--- config.mk ---
export PLATFORM = sky130hd
export DESIGN_NAME = ptgen_top
export DESIGN_NICKNAME = d
export VERILOG_FILES = /design/src/shared/ptgen_pkg.sv /design/src/rtl/ptgen_lfsr4.sv /design/src/rtl/ptgen_top.sv
export SDC_FILE = /design/constraint.sdc
export NUM_CORES = 1
export LEC_CHECK = 0
export BUFFER_PORTS_ARGS = -buffer_cell sky130_fd_sc_hd__buf_2
export CORE_AREA = 5 5 292 294
export CTS_CLUSTER_DIAMETER = 100
export DETAILED_ROUTE_END_ITERATION = 16
export DIE_AREA = 0 0 297 299
export PLACE_DENSITY = 0.67
export SETUP_SLACK_MARGIN = 0.2
export SLEW_MARGIN = 20
export SYNTH_ARGS = -nofsm -noshare
export SYNTH_HDL_FRONTEND = slang
export SYNTH_SLANG_ARGS = --single-unit
--- constraint.sdc ---
create_clock -name hclk -period 2.1 [get_ports hclk]
set_input_delay 0 -clock hclk [delete_from_list [all_inputs] [get_ports hclk]]
set_output_delay 0 -clock hclk [all_outputs]
set_load 0.02 [all_outputs]
--- src/shared/ptgen_pkg.sv ---
// Purpose: shared constants and types of the fifo pattern test generator
// Assumes: 128-bit fifo words, 32-bit ahb-lite register bus
// Notes:   register offsets are byte addresses on the bus
package ptgen_pkg;
   // data path geometry
   localparam int unsigned DATA_W      = 128;
   localparam int unsigned DW_W        = 32;
   localparam int unsigned DW_PER_WORD = 4;
   localparam int unsigned ADDR_W      = 48;
   localparam int unsigned INC_W       = 53;
   localparam int unsigned BLK_WORD_W  = 5;
   localparam logic [4:0]  BLK_LAST_WORD = 5'h1f;    // 32 words of 16 bytes make 512 bytes
   localparam logic [52:0] INC_STEP      = 53'h4;    // four dwords per word
   localparam logic [6:0]  INC_DW_LOW    = 7'h00;    // dword index inside a block at block start

   // register map
   localparam logic [7:0] REG_CTRL       = 8'h00;
   localparam logic [7:0] REG_END_SIZE   = 8'h04;
   localparam logic [7:0] REG_ADDR_LO    = 8'h08;
   localparam logic [7:0] REG_ADDR_HI    = 8'h0c;
   localparam logic [7:0] REG_STATUS     = 8'h10;
   localparam logic [7:0] REG_COUNT      = 8'h14;
   localparam logic [7:0] REG_INT_STATUS = 8'h18;
   localparam logic [7:0] REG_INT_CLEAR  = 8'h1c;
   localparam logic [7:0] REG_INT_ENABLE = 8'h20;

   // control, status and interrupt register fields
   localparam int unsigned CTRL_START_BIT  = 0;
   localparam int unsigned CTRL_DIR_BIT    = 1;
   localparam int unsigned CTRL_VERIFY_BIT = 2;
   localparam int unsigned CTRL_CLEAR_BIT  = 3;
   localparam int unsigned CTRL_PATT_LSB   = 4;
   localparam int unsigned STAT_BUSY_BIT   = 0;
   localparam int unsigned STAT_FAIL_BIT   = 1;
   localparam int unsigned INT_DONE_BIT    = 0;
   localparam int unsigned INT_FAIL_BIT    = 1;

   // pattern selector codes
   localparam logic [2:0] PATT_ZERO = 3'h0;
   localparam logic [2:0] PATT_ONE  = 3'h1;
   localparam logic [2:0] PATT_INC  = 3'h2;
   localparam logic [2:0] PATT_DEC  = 3'h3;
   localparam logic [2:0] PATT_LFSR = 3'h4;

   // values after reset
   localparam logic [31:0] END_SIZE_RST = 32'h0000_0000;
   localparam logic [47:0] ADDR_RST     = 48'h0000_0000_0000;
   localparam logic [2:0]  PATT_RST     = 3'h0;
   localparam logic [1:0]  INT_RST      = 2'h0;
   localparam logic [31:0] LFSR_RST     = 32'h0000_0001;
   localparam logic [31:0] LFSR_NONZERO = 32'h0000_0001;

   typedef enum logic [1:0] {
      PTGEN_IDLE,
      PTGEN_WRITE,
      PTGEN_READ
   } ptgen_mode_t;

   // write side of the input fifo
   typedef struct packed {
      logic         en;
      logic [127:0] data;
   } ptgen_wr_t;

   // read side of the output fifo
   typedef struct packed {
      logic         empty;
      logic [127:0] data;
   } ptgen_rd_t;
endpackage : ptgen_pkg

--- src/rtl/ptgen_lfsr4.sv ---
// Purpose: look-ahead lfsr giving four successive 32-bit values per clock
// Assumes: load and advance never asserted together
// Notes:   seed is forced odd so the register never locks at zero
`timescale 1ns/1ps
module ptgen_lfsr4 (
   input  wire logic         hclk,
   input  wire logic         hresetn,
   input  wire logic         load,
   input  wire logic [31:0]  seed,
   input  wire logic         advance,
   output logic      [127:0] word
);
   typedef struct packed {
      logic [127:0] q;
   } ptgen_lfsr_t;

   ptgen_lfsr_t s;
   ptgen_lfsr_t next_s;
   logic [31:0] chain [0:4];

   // one step of x^31 + x^21 + x + 1
   function automatic logic [31:0] ptgen_step(input logic [31:0] v);
      ptgen_step = {v[30:0], v[30] ^ v[20] ^ v[0]};
   endfunction : ptgen_step

   // chain starts at the seed on load, else at the newest value held
   assign chain[0] = load ? (seed | ptgen_pkg::LFSR_NONZERO) : s.q[127:96];

   // four unrolled steps in one cycle
   genvar i;
   generate
      for (i = 0; i < 4; i++) begin : g_step
         assign chain[i+1] = ptgen_step(chain[i]);
      end
   endgenerate

   always_comb begin
      next_s = s;
      if (load || advance) begin
         next_s.q = {chain[4], chain[3], chain[2], chain[1]};
      end
   end

   always_ff @(posedge hclk or negedge hresetn) begin
      if (!hresetn) begin
         s.q <= {4{ptgen_pkg::LFSR_RST}};
      end else begin
         s <= next_s;
      end
   end

   assign word = s.q;
endmodule : ptgen_lfsr4

--- src/rtl/ptgen_top.sv ---
// Purpose: fifo pattern generator and checker with ahb-lite registers
// Assumes: output fifo gives read data one cycle after its read enable
// Notes:   one clock domain; fifo flags are same-clock logic
//
// The implementer's own choices: the placing of the registers and the AHB-Lite interface to the registers.
`timescale 1ns/1ps
// Operation
// - almost full drops write enable, pauses generation
// - read enable high whenever output fifo nonempty during a read run
// - stop enables once word count equals end
// - five patterns; zero and one fixed
// - increment dwords come from 53-bit counter
// - decrement is inverted increment data
// - lfsr polynomial x^31 + x^21 + x + 1
// - look-ahead lfsr gives four values per cycle
// - 64-bit header in dwords 0 and 1
// - block address loads, increments per block
// - size, direction, verify, pattern held in registers
// - same sequence writes and checks read data
// - mismatch with verify enabled sets fail flag
// - start pulse, write active one cycle later
// - all logic shares the user clock
module ptgen_top (
   input  wire logic                 hclk,
   input  wire logic                 hresetn,
   input  wire logic                 hsel,
   input  wire logic [31:0]          haddr,
   input  wire logic [1:0]           htrans,
   input  wire logic                 hwrite,
   input  wire logic [2:0]           hsize,
   input  wire logic [31:0]          hwdata,
   input  wire logic                 hready,
   output logic                      hreadyout,
   output logic                      hresp,
   output logic      [31:0]          hrdata,
   input  wire logic                 in_fifo_almost_full,
   output ptgen_pkg::ptgen_wr_t      in_fifo_write,
   input  wire ptgen_pkg::ptgen_rd_t out_fifo,
   output logic                      out_fifo_read_en,
   output logic                      irq
);
   typedef struct packed {
      ptgen_pkg::ptgen_mode_t mode;
      logic                   start_pulse;
      logic                   dir_read;
      logic                   verify_en;
      logic [2:0]             patt;
      logic [31:0]            end_size;
      logic [47:0]            addr_init;
      logic [31:0]            word_count;
      logic [4:0]             blk_word;
      logic [47:0]            blk_addr;
      logic [52:0]            inc_cnt;
      logic                   wr_en;
      logic [127:0]           wr_data;
      logic                   rd_pend;
      logic [127:0]           expect_data;
      logic                   fail;
      logic [1:0]             int_status;
      logic [1:0]             int_enable;
      logic [31:0]            rdata;
      logic                   bus_wr;
      logic [7:0]             bus_addr;
   } ptgen_state_t;

   ptgen_state_t s;
   ptgen_state_t next_s;

   logic         bus_take;
   logic         issue_wr;
   logic         issue;
   logic         use_header;
   logic [31:0]  rd_mux;
   logic [127:0] pattern_word;
   logic [127:0] lfsr_word;
   logic [31:0]  inc_dw [0:3];

   // ahb-lite address phase: only whole-word nonseq and seq transfers are taken, burst beats included
   assign bus_take  = hsel && hready && htrans[1] && (hsize == 3'h2);
   assign hreadyout = 1'b1;   // zero wait states, every register answers at once
   assign hresp     = 1'b0;
   assign hrdata    = s.rdata;

   // write enable needs an active run, room in the fifo and words left
   assign issue_wr = (s.mode == ptgen_pkg::PTGEN_WRITE) && !in_fifo_almost_full
                     && (s.word_count != s.end_size);
   // read enable follows the empty flag, but never past the end size
   assign out_fifo_read_en = (s.mode == ptgen_pkg::PTGEN_READ) && !out_fifo.empty
                             && (s.word_count != s.end_size);
   assign issue = issue_wr || out_fifo_read_en;

   // header only for the increment, decrement and lfsr patterns, in the first word of a block
   assign use_header = (s.blk_word == 5'h00) && ((s.patt == ptgen_pkg::PATT_INC)
                       || (s.patt == ptgen_pkg::PATT_DEC) || (s.patt == ptgen_pkg::PATT_LFSR));

   // lfsr advances once per word moved, in either direction
   ptgen_lfsr4 u_lfsr (
      .hclk    (hclk),
      .hresetn (hresetn),
      .load    (s.start_pulse),
      .seed    (s.addr_init[31:0]),
      .advance (issue),
      .word    (lfsr_word)
   );

   // per-dword pattern selection
   genvar i;
   generate
      for (i = 0; i < 4; i++) begin : g_dw
         assign inc_dw[i] = s.inc_cnt[31:0] + 32'(i);
         always_comb begin
            unique case (s.patt)
               ptgen_pkg::PATT_ZERO : pattern_word[i*32 +: 32] = 32'h0000_0000;
               ptgen_pkg::PATT_ONE  : pattern_word[i*32 +: 32] = 32'hffff_ffff;
               ptgen_pkg::PATT_INC  : pattern_word[i*32 +: 32] = inc_dw[i];
               ptgen_pkg::PATT_DEC  : pattern_word[i*32 +: 32] = ~inc_dw[i];
               ptgen_pkg::PATT_LFSR : pattern_word[i*32 +: 32] = lfsr_word[i*32 +: 32];
               default              : pattern_word[i*32 +: 32] = 32'h0000_0000;
            endcase
            if (use_header && (i == 0)) begin
               pattern_word[i*32 +: 32] = s.blk_addr[31:0];
            end
            if (use_header && (i == 1)) begin
               pattern_word[i*32 +: 32] = {16'h0000, s.blk_addr[47:32]};
            end
         end
      end
   endgenerate

   // register read view, unmapped offsets read as zero
   always_comb begin
      rd_mux = 32'h0000_0000;
      unique case (haddr[7:0])
         ptgen_pkg::REG_CTRL : begin
            rd_mux[ptgen_pkg::CTRL_DIR_BIT]                 = s.dir_read;
            rd_mux[ptgen_pkg::CTRL_VERIFY_BIT]              = s.verify_en;
            rd_mux[ptgen_pkg::CTRL_PATT_LSB +: 3]           = s.patt;
         end
         ptgen_pkg::REG_END_SIZE   : rd_mux = s.end_size;
         ptgen_pkg::REG_ADDR_LO    : rd_mux = s.addr_init[31:0];
         ptgen_pkg::REG_ADDR_HI    : rd_mux[15:0] = s.addr_init[47:32];
         ptgen_pkg::REG_STATUS : begin
            rd_mux[ptgen_pkg::STAT_BUSY_BIT] = (s.mode != ptgen_pkg::PTGEN_IDLE) || s.start_pulse;
            rd_mux[ptgen_pkg::STAT_FAIL_BIT] = s.fail;
         end
         ptgen_pkg::REG_COUNT      : rd_mux = s.word_count;
         ptgen_pkg::REG_INT_STATUS : rd_mux[1:0] = s.int_status;
         ptgen_pkg::REG_INT_ENABLE : rd_mux[1:0] = s.int_enable;
         default                   : rd_mux = 32'h0000_0000;
      endcase
   end

   // all next-state logic: bus, run control, counters, checker, interrupts
   always_comb begin
      logic       clear_req;
      logic       done_ev;
      logic       fail_ev;
      logic [1:0] int_clr;
      clear_req = 1'b0;
      done_ev   = 1'b0;
      fail_ev   = 1'b0;
      int_clr   = 2'h0;
      next_s             = s;
      next_s.start_pulse = 1'b0;
      next_s.wr_en       = 1'b0;
      next_s.rd_pend     = 1'b0;
      next_s.bus_wr      = 1'b0;

      // address phase capture; read data registered for the data phase
      if (bus_take) begin
         next_s.bus_wr   = hwrite;
         next_s.bus_addr = haddr[7:0];
         if (!hwrite) begin
            next_s.rdata = rd_mux;
         end
      end

      // data phase of a write; ctrl frozen while a run is busy (start pulse included), size and address only while the run is active
      if (s.bus_wr) begin
         unique case (s.bus_addr)
            ptgen_pkg::REG_CTRL : begin
               clear_req = hwdata[ptgen_pkg::CTRL_CLEAR_BIT];
               if ((s.mode == ptgen_pkg::PTGEN_IDLE) && !s.start_pulse) begin
                  next_s.dir_read    = hwdata[ptgen_pkg::CTRL_DIR_BIT];
                  next_s.verify_en   = hwdata[ptgen_pkg::CTRL_VERIFY_BIT];
                  next_s.patt        = hwdata[ptgen_pkg::CTRL_PATT_LSB +: 3];
                  next_s.start_pulse = hwdata[ptgen_pkg::CTRL_START_BIT] && !clear_req;
               end
            end
            ptgen_pkg::REG_END_SIZE : begin
               if (s.mode == ptgen_pkg::PTGEN_IDLE) begin
                  next_s.end_size = hwdata;
               end
            end
            ptgen_pkg::REG_ADDR_LO : begin
               if (s.mode == ptgen_pkg::PTGEN_IDLE) begin
                  next_s.addr_init[31:0] = hwdata;
               end
            end
            ptgen_pkg::REG_ADDR_HI : begin
               if (s.mode == ptgen_pkg::PTGEN_IDLE) begin
                  next_s.addr_init[47:32] = hwdata[15:0];
               end
            end
            ptgen_pkg::REG_INT_CLEAR  : int_clr = hwdata[1:0];
            ptgen_pkg::REG_INT_ENABLE : next_s.int_enable = hwdata[1:0];
            default : ;
         endcase
      end

      // start pulse loads counters; the active flag rises one cycle later
      if (s.start_pulse) begin
         next_s.mode       = s.dir_read ? ptgen_pkg::PTGEN_READ : ptgen_pkg::PTGEN_WRITE;
         next_s.word_count = 32'h0000_0000;
         next_s.blk_word   = 5'h00;
         next_s.blk_addr   = s.addr_init;
         next_s.inc_cnt    = {s.addr_init[45:0], ptgen_pkg::INC_DW_LOW};
         next_s.fail       = 1'b0;
      end

      // run control
      unique case (s.mode)
         ptgen_pkg::PTGEN_IDLE : ;
         ptgen_pkg::PTGEN_WRITE : begin
            if (issue_wr) begin
               next_s.wr_en   = 1'b1;
               next_s.wr_data = pattern_word;
            end else if (s.word_count == s.end_size) begin
               next_s.mode = ptgen_pkg::PTGEN_IDLE;
               done_ev     = 1'b1;
            end
         end
         ptgen_pkg::PTGEN_READ : begin
            if (out_fifo_read_en) begin
               next_s.rd_pend     = 1'b1;
               next_s.expect_data = pattern_word;
            end else if ((s.word_count == s.end_size) && !s.rd_pend) begin
               next_s.mode = ptgen_pkg::PTGEN_IDLE;
               done_ev     = 1'b1;
            end
         end
      endcase

      // counters advance with each word moved
      if (issue) begin
         next_s.word_count = s.word_count + 32'h0000_0001;
         next_s.blk_word   = s.blk_word + 5'h01;
         next_s.inc_cnt    = s.inc_cnt + ptgen_pkg::INC_STEP;
         if (s.blk_word == ptgen_pkg::BLK_LAST_WORD) begin
            next_s.blk_addr = s.blk_addr + 48'h0000_0000_0001;
         end
      end

      // checker: read data arrives the cycle after the read enable
      if (s.rd_pend && s.verify_en && (out_fifo.data != s.expect_data)) begin
         fail_ev = 1'b1;
      end

      // soft clear stops the run and empties counters
      if (clear_req) begin
         next_s.mode       = ptgen_pkg::PTGEN_IDLE;
         next_s.word_count = 32'h0000_0000;
         next_s.blk_word   = 5'h00;
         next_s.blk_addr   = s.addr_init;
         next_s.inc_cnt    = {s.addr_init[45:0], ptgen_pkg::INC_DW_LOW};
         next_s.rd_pend    = 1'b0;
         next_s.fail       = 1'b0;
      end

      // sticky flags: a new event wins over a clear in the same cycle
      next_s.fail = next_s.fail || fail_ev;
      next_s.int_status = (s.int_status & ~int_clr)
                          | {fail_ev, 1'b0} | {1'b0, done_ev};
   end

   // single state register; async reset only loads constants
   always_ff @(posedge hclk or negedge hresetn) begin
      if (!hresetn) begin
         s             <= '0;
         s.mode        <= ptgen_pkg::PTGEN_IDLE;
         s.patt        <= ptgen_pkg::PATT_RST;
         s.end_size    <= ptgen_pkg::END_SIZE_RST;
         s.addr_init   <= ptgen_pkg::ADDR_RST;
         s.blk_addr    <= ptgen_pkg::ADDR_RST;
         s.int_status  <= ptgen_pkg::INT_RST;
         s.int_enable  <= ptgen_pkg::INT_RST;
      end else begin
         s <= next_s;
      end
   end

   // outputs
   assign in_fifo_write.en   = s.wr_en;
   assign in_fifo_write.data = s.wr_data;
   assign irq                = |(s.int_status & s.int_enable);
endmodule : ptgen_top

==> flow_summary.ini <==
[power]
ir_worst_vdd_uv = 664
switchingPower_mw = 18.4
p_leak_nw = 18.9
sw_frac_of_total = 0.401
total_power_mw = 45.9
power_density_nw_per_um2 = 1100
power.internal_mw = 27.5
clkPwrFrac = 0.247
power.share.sequential = 0.374
combPwrFrac = 0.379

[status]
violations = setup timing
status = complete, but fails checks

[sta]
timing.final.crit_share = 1.21
final-max-slew-violation-count = 0
fmax_ghz = 0.393
clock_skew_ps = 77.1
worst_pin_slew_ps = 831
setup_viol = 500
slew_headroom = 0.444
finalCriticalPeriod_ps = 2540
rsz0062_at_grt = yes
hold_violations = 0
hold_slack_ps = 99.9
layout_setup_ws_ps = -444

[clocking]
clk_pin_slew_ps = 70
cts_made_buffers = 61
htreeDepth = 2
clkLatencyLatePin_ps = 670
clockBufferDepth = 3
ctsRootBufferMaster = clkbuf_16
cts.sinks = 545
cts_tree = yes

[die]
io_pins = 369
die_x_microns = 297
die_area_sq_um = 88800
coreArea_sq_um = 82600
die_h_microns = 299
row_count = 106
start_util = 0.346

[detailed_routing]
via_count = 28289
antenna_left = 0
avgViaCountPerCell = 5.74
drtPass1Iterations = 9
drt_wl_total_microns = 129000
drtIter0Drc = 3405
wl_per_cell_microns = 26.2
remaining_drc_errors = 0

[layout]
area_growth_pct = 45.6
final_area_sq_um = 41600
fillers = 7115
multi_input_area_sq_um = 15000
stdcell_count = 4926
seq_area_sq_um = 13600
layout-drive-gt1-share = 0.442
fin_util = 0.504
fin_nets = 4004

[global_route]
grt_max_degree = 65
overflow = 0
antenna_found_initial = 10
track_usage = 0.260
grt_pass1_vias = 26824
grt_pass1_wl_microns = 176000

[yosys]
syn_area_per_cell_sq_um = 9.27
synth_fp_nets = 3297
yosys_warnings = 0
synth_ff_type = dfrtp_1
synth_area_sq_um = 28600
synthTopCellsByArea = dfrtp_1 47%, o21ai_0 6.6%, nand2_1 6.1%, buf_4 4.7%, a21oi_1 4.4%
ys_types = 85
synth_top_area_frac = 0.474
synth_top_area_cell = dfrtp_1
yosys_register_bits = 545
synth_most_common_cell = dfrtp_1
yosysSeqAreaShare = 0.477
async_flop_share = 1.00
synth-edff-count = 0
syn_inst = 3084
synth_common_cells = 541 x dfrtp_1, 464 x nand2_1, 378 x o21ai_0

[hold_path]
hold_class = in -> reg
whs_path_depth = 5
hp-start = hsel
hold_end = hrdata[18]

[placed_design]
dp.cells = 4609
dp_hpwl_microns = 87600
gp_congestion = 1.02
place_area_sq_um = 34000
port_buffers = 341

[job]
maxCapViolations = 0

[setup_path]
end_kind = flip-flop
cp-start-kind = flip-flop
r2r_end = in_fifo_write[1]
crit-reg2reg-launch = s[439]
worstRegToRegCells = 14
criticalPathCategory = reg -> reg
rrSetupSlack_ps = -440
critPathMaxFanout = 7
cp.required_ps = 2660
critical_path_arrival_ps = 3100
==> per-stage QoR <==
step	setup WS, ps	setup TNS, ps
after CTS	-349	-109310
after detailed placement	-344	-108110
after floorplan	-110	-697
after global routing	-500	-174040
final	-444	-130940
after global placement	-287	-86870
==> worst max path at each step <==
stage / startpoint / end / slack (ps) / cells after the start
2_1_floorplan: s[1] / s[522] / -110 / 5
3_3_place_gp: s[413] / in_fifo_write[95] / -290 / 9
3_5_place_dp: s[413] / in_fifo_write[90] / -340 / 10
4_1_cts: s[493] / in_fifo_write[98] / -350 / 13
5_1_grt: s[417] / s[83] / -500 / 14
6_report: s[439] / in_fifo_write[1] / -440 / 14
==> logic make-up after synthesis <==
| kind of cell | synth area share |
|---|---|
| DFF | 0.477 |
| AOI/OAI and AO/OA | 0.170 |
| muxes | 0.0525 |
| buffers and inverters | 0.0795 |
| other | 0.000263 |
| adders and majority gates | 0.00394 |
| and+or+nand+nor | 0.155 |
| xor gates and xnor gates | 0.0616 |
==> registers in the layout (all words and copies together) (netlist names) <==
| name | flops |
|---|---|
| in_fifo_write | 129 |
| hrdata | 32 |
| s | 346 |
| u_lfsr.word | 38 |
==> cells in the final DEF (no fill, tap or decap), types with 62 or more instances in the layout <==
master,n
mux2_2,92
nand2_4,92
nand2_1,244
dfrtp_1,536
nand3_1,69
a21oi_1,228
buf_4,402
nand2_2,127
clkbuf_16,92
buf_2,340
o21ai_0,85
nor2_1,162
buf_12,76
xor2_1,90
xnor2_1,102
nand4_1,62
o21ai_1,127
o21ai_2,175
==> per-layer routing <==
metal  vias up  GRT usage  wire length (microns)
met5         -          0                     28
met4         6      0.152                  11000
met3       494     0.0526                  12800
met2      1865      0.409                  57500
met1     13817      0.332                  48000
li1      12107          -                      -
==> cell type report <==
cell class	instances	share of cell area
Multi-Input combinational cell	2147	0.360
Tap cell	1080	0.0325
Antenna cell	5	0.000301
Clock buffer	82	0.0417
Inverter	30	0.00271
Clock inverter	31	0.00884
Sequential cell	545	0.328
Timing Repair Buffer	1006	0.226
==> repair_timing <==
item,4_1_cts,5_1_grt
endpoints found under the setup margin,503,505
cloned,31,42
hold buffers,53,0
setup buffers,50,23
resized for setup,228,493
pin swaps,50,139
endpoints found under the hold margin,655,0
==> critical path, stage by stage (launching register included) <==
cell	delay, ps
dfrtp_1	420
xnor2_1	180
nand4_1	200
nor4_4	370
buf_4	210
nand2_8	70
buf_6	120
nand2b_4	130
buf_12	120
buf_12	100
buf_16	130
buf_8	130
buf_8	130
nand2_2	50
o21ai_1	110
==> power by group through the flow <==
| stage | registers [mW] | logic, mW | clock network [mW] |
|---|---|---|---|
| floorplan | 15.3 | 9.14 | 0 |
| global placement | 16.4 | 13.8 | 0 |
| detailed placement | 16.4 | 14.1 | 0 |
| CTS | 16.3 | 15.0 | 11.3 |
| global route | 17.3 | 18.3 | 11.9 |
| finish | 17.2 | 17.4 | 11.4 |
Note: power is estimated with default switching activity, not from simulation.
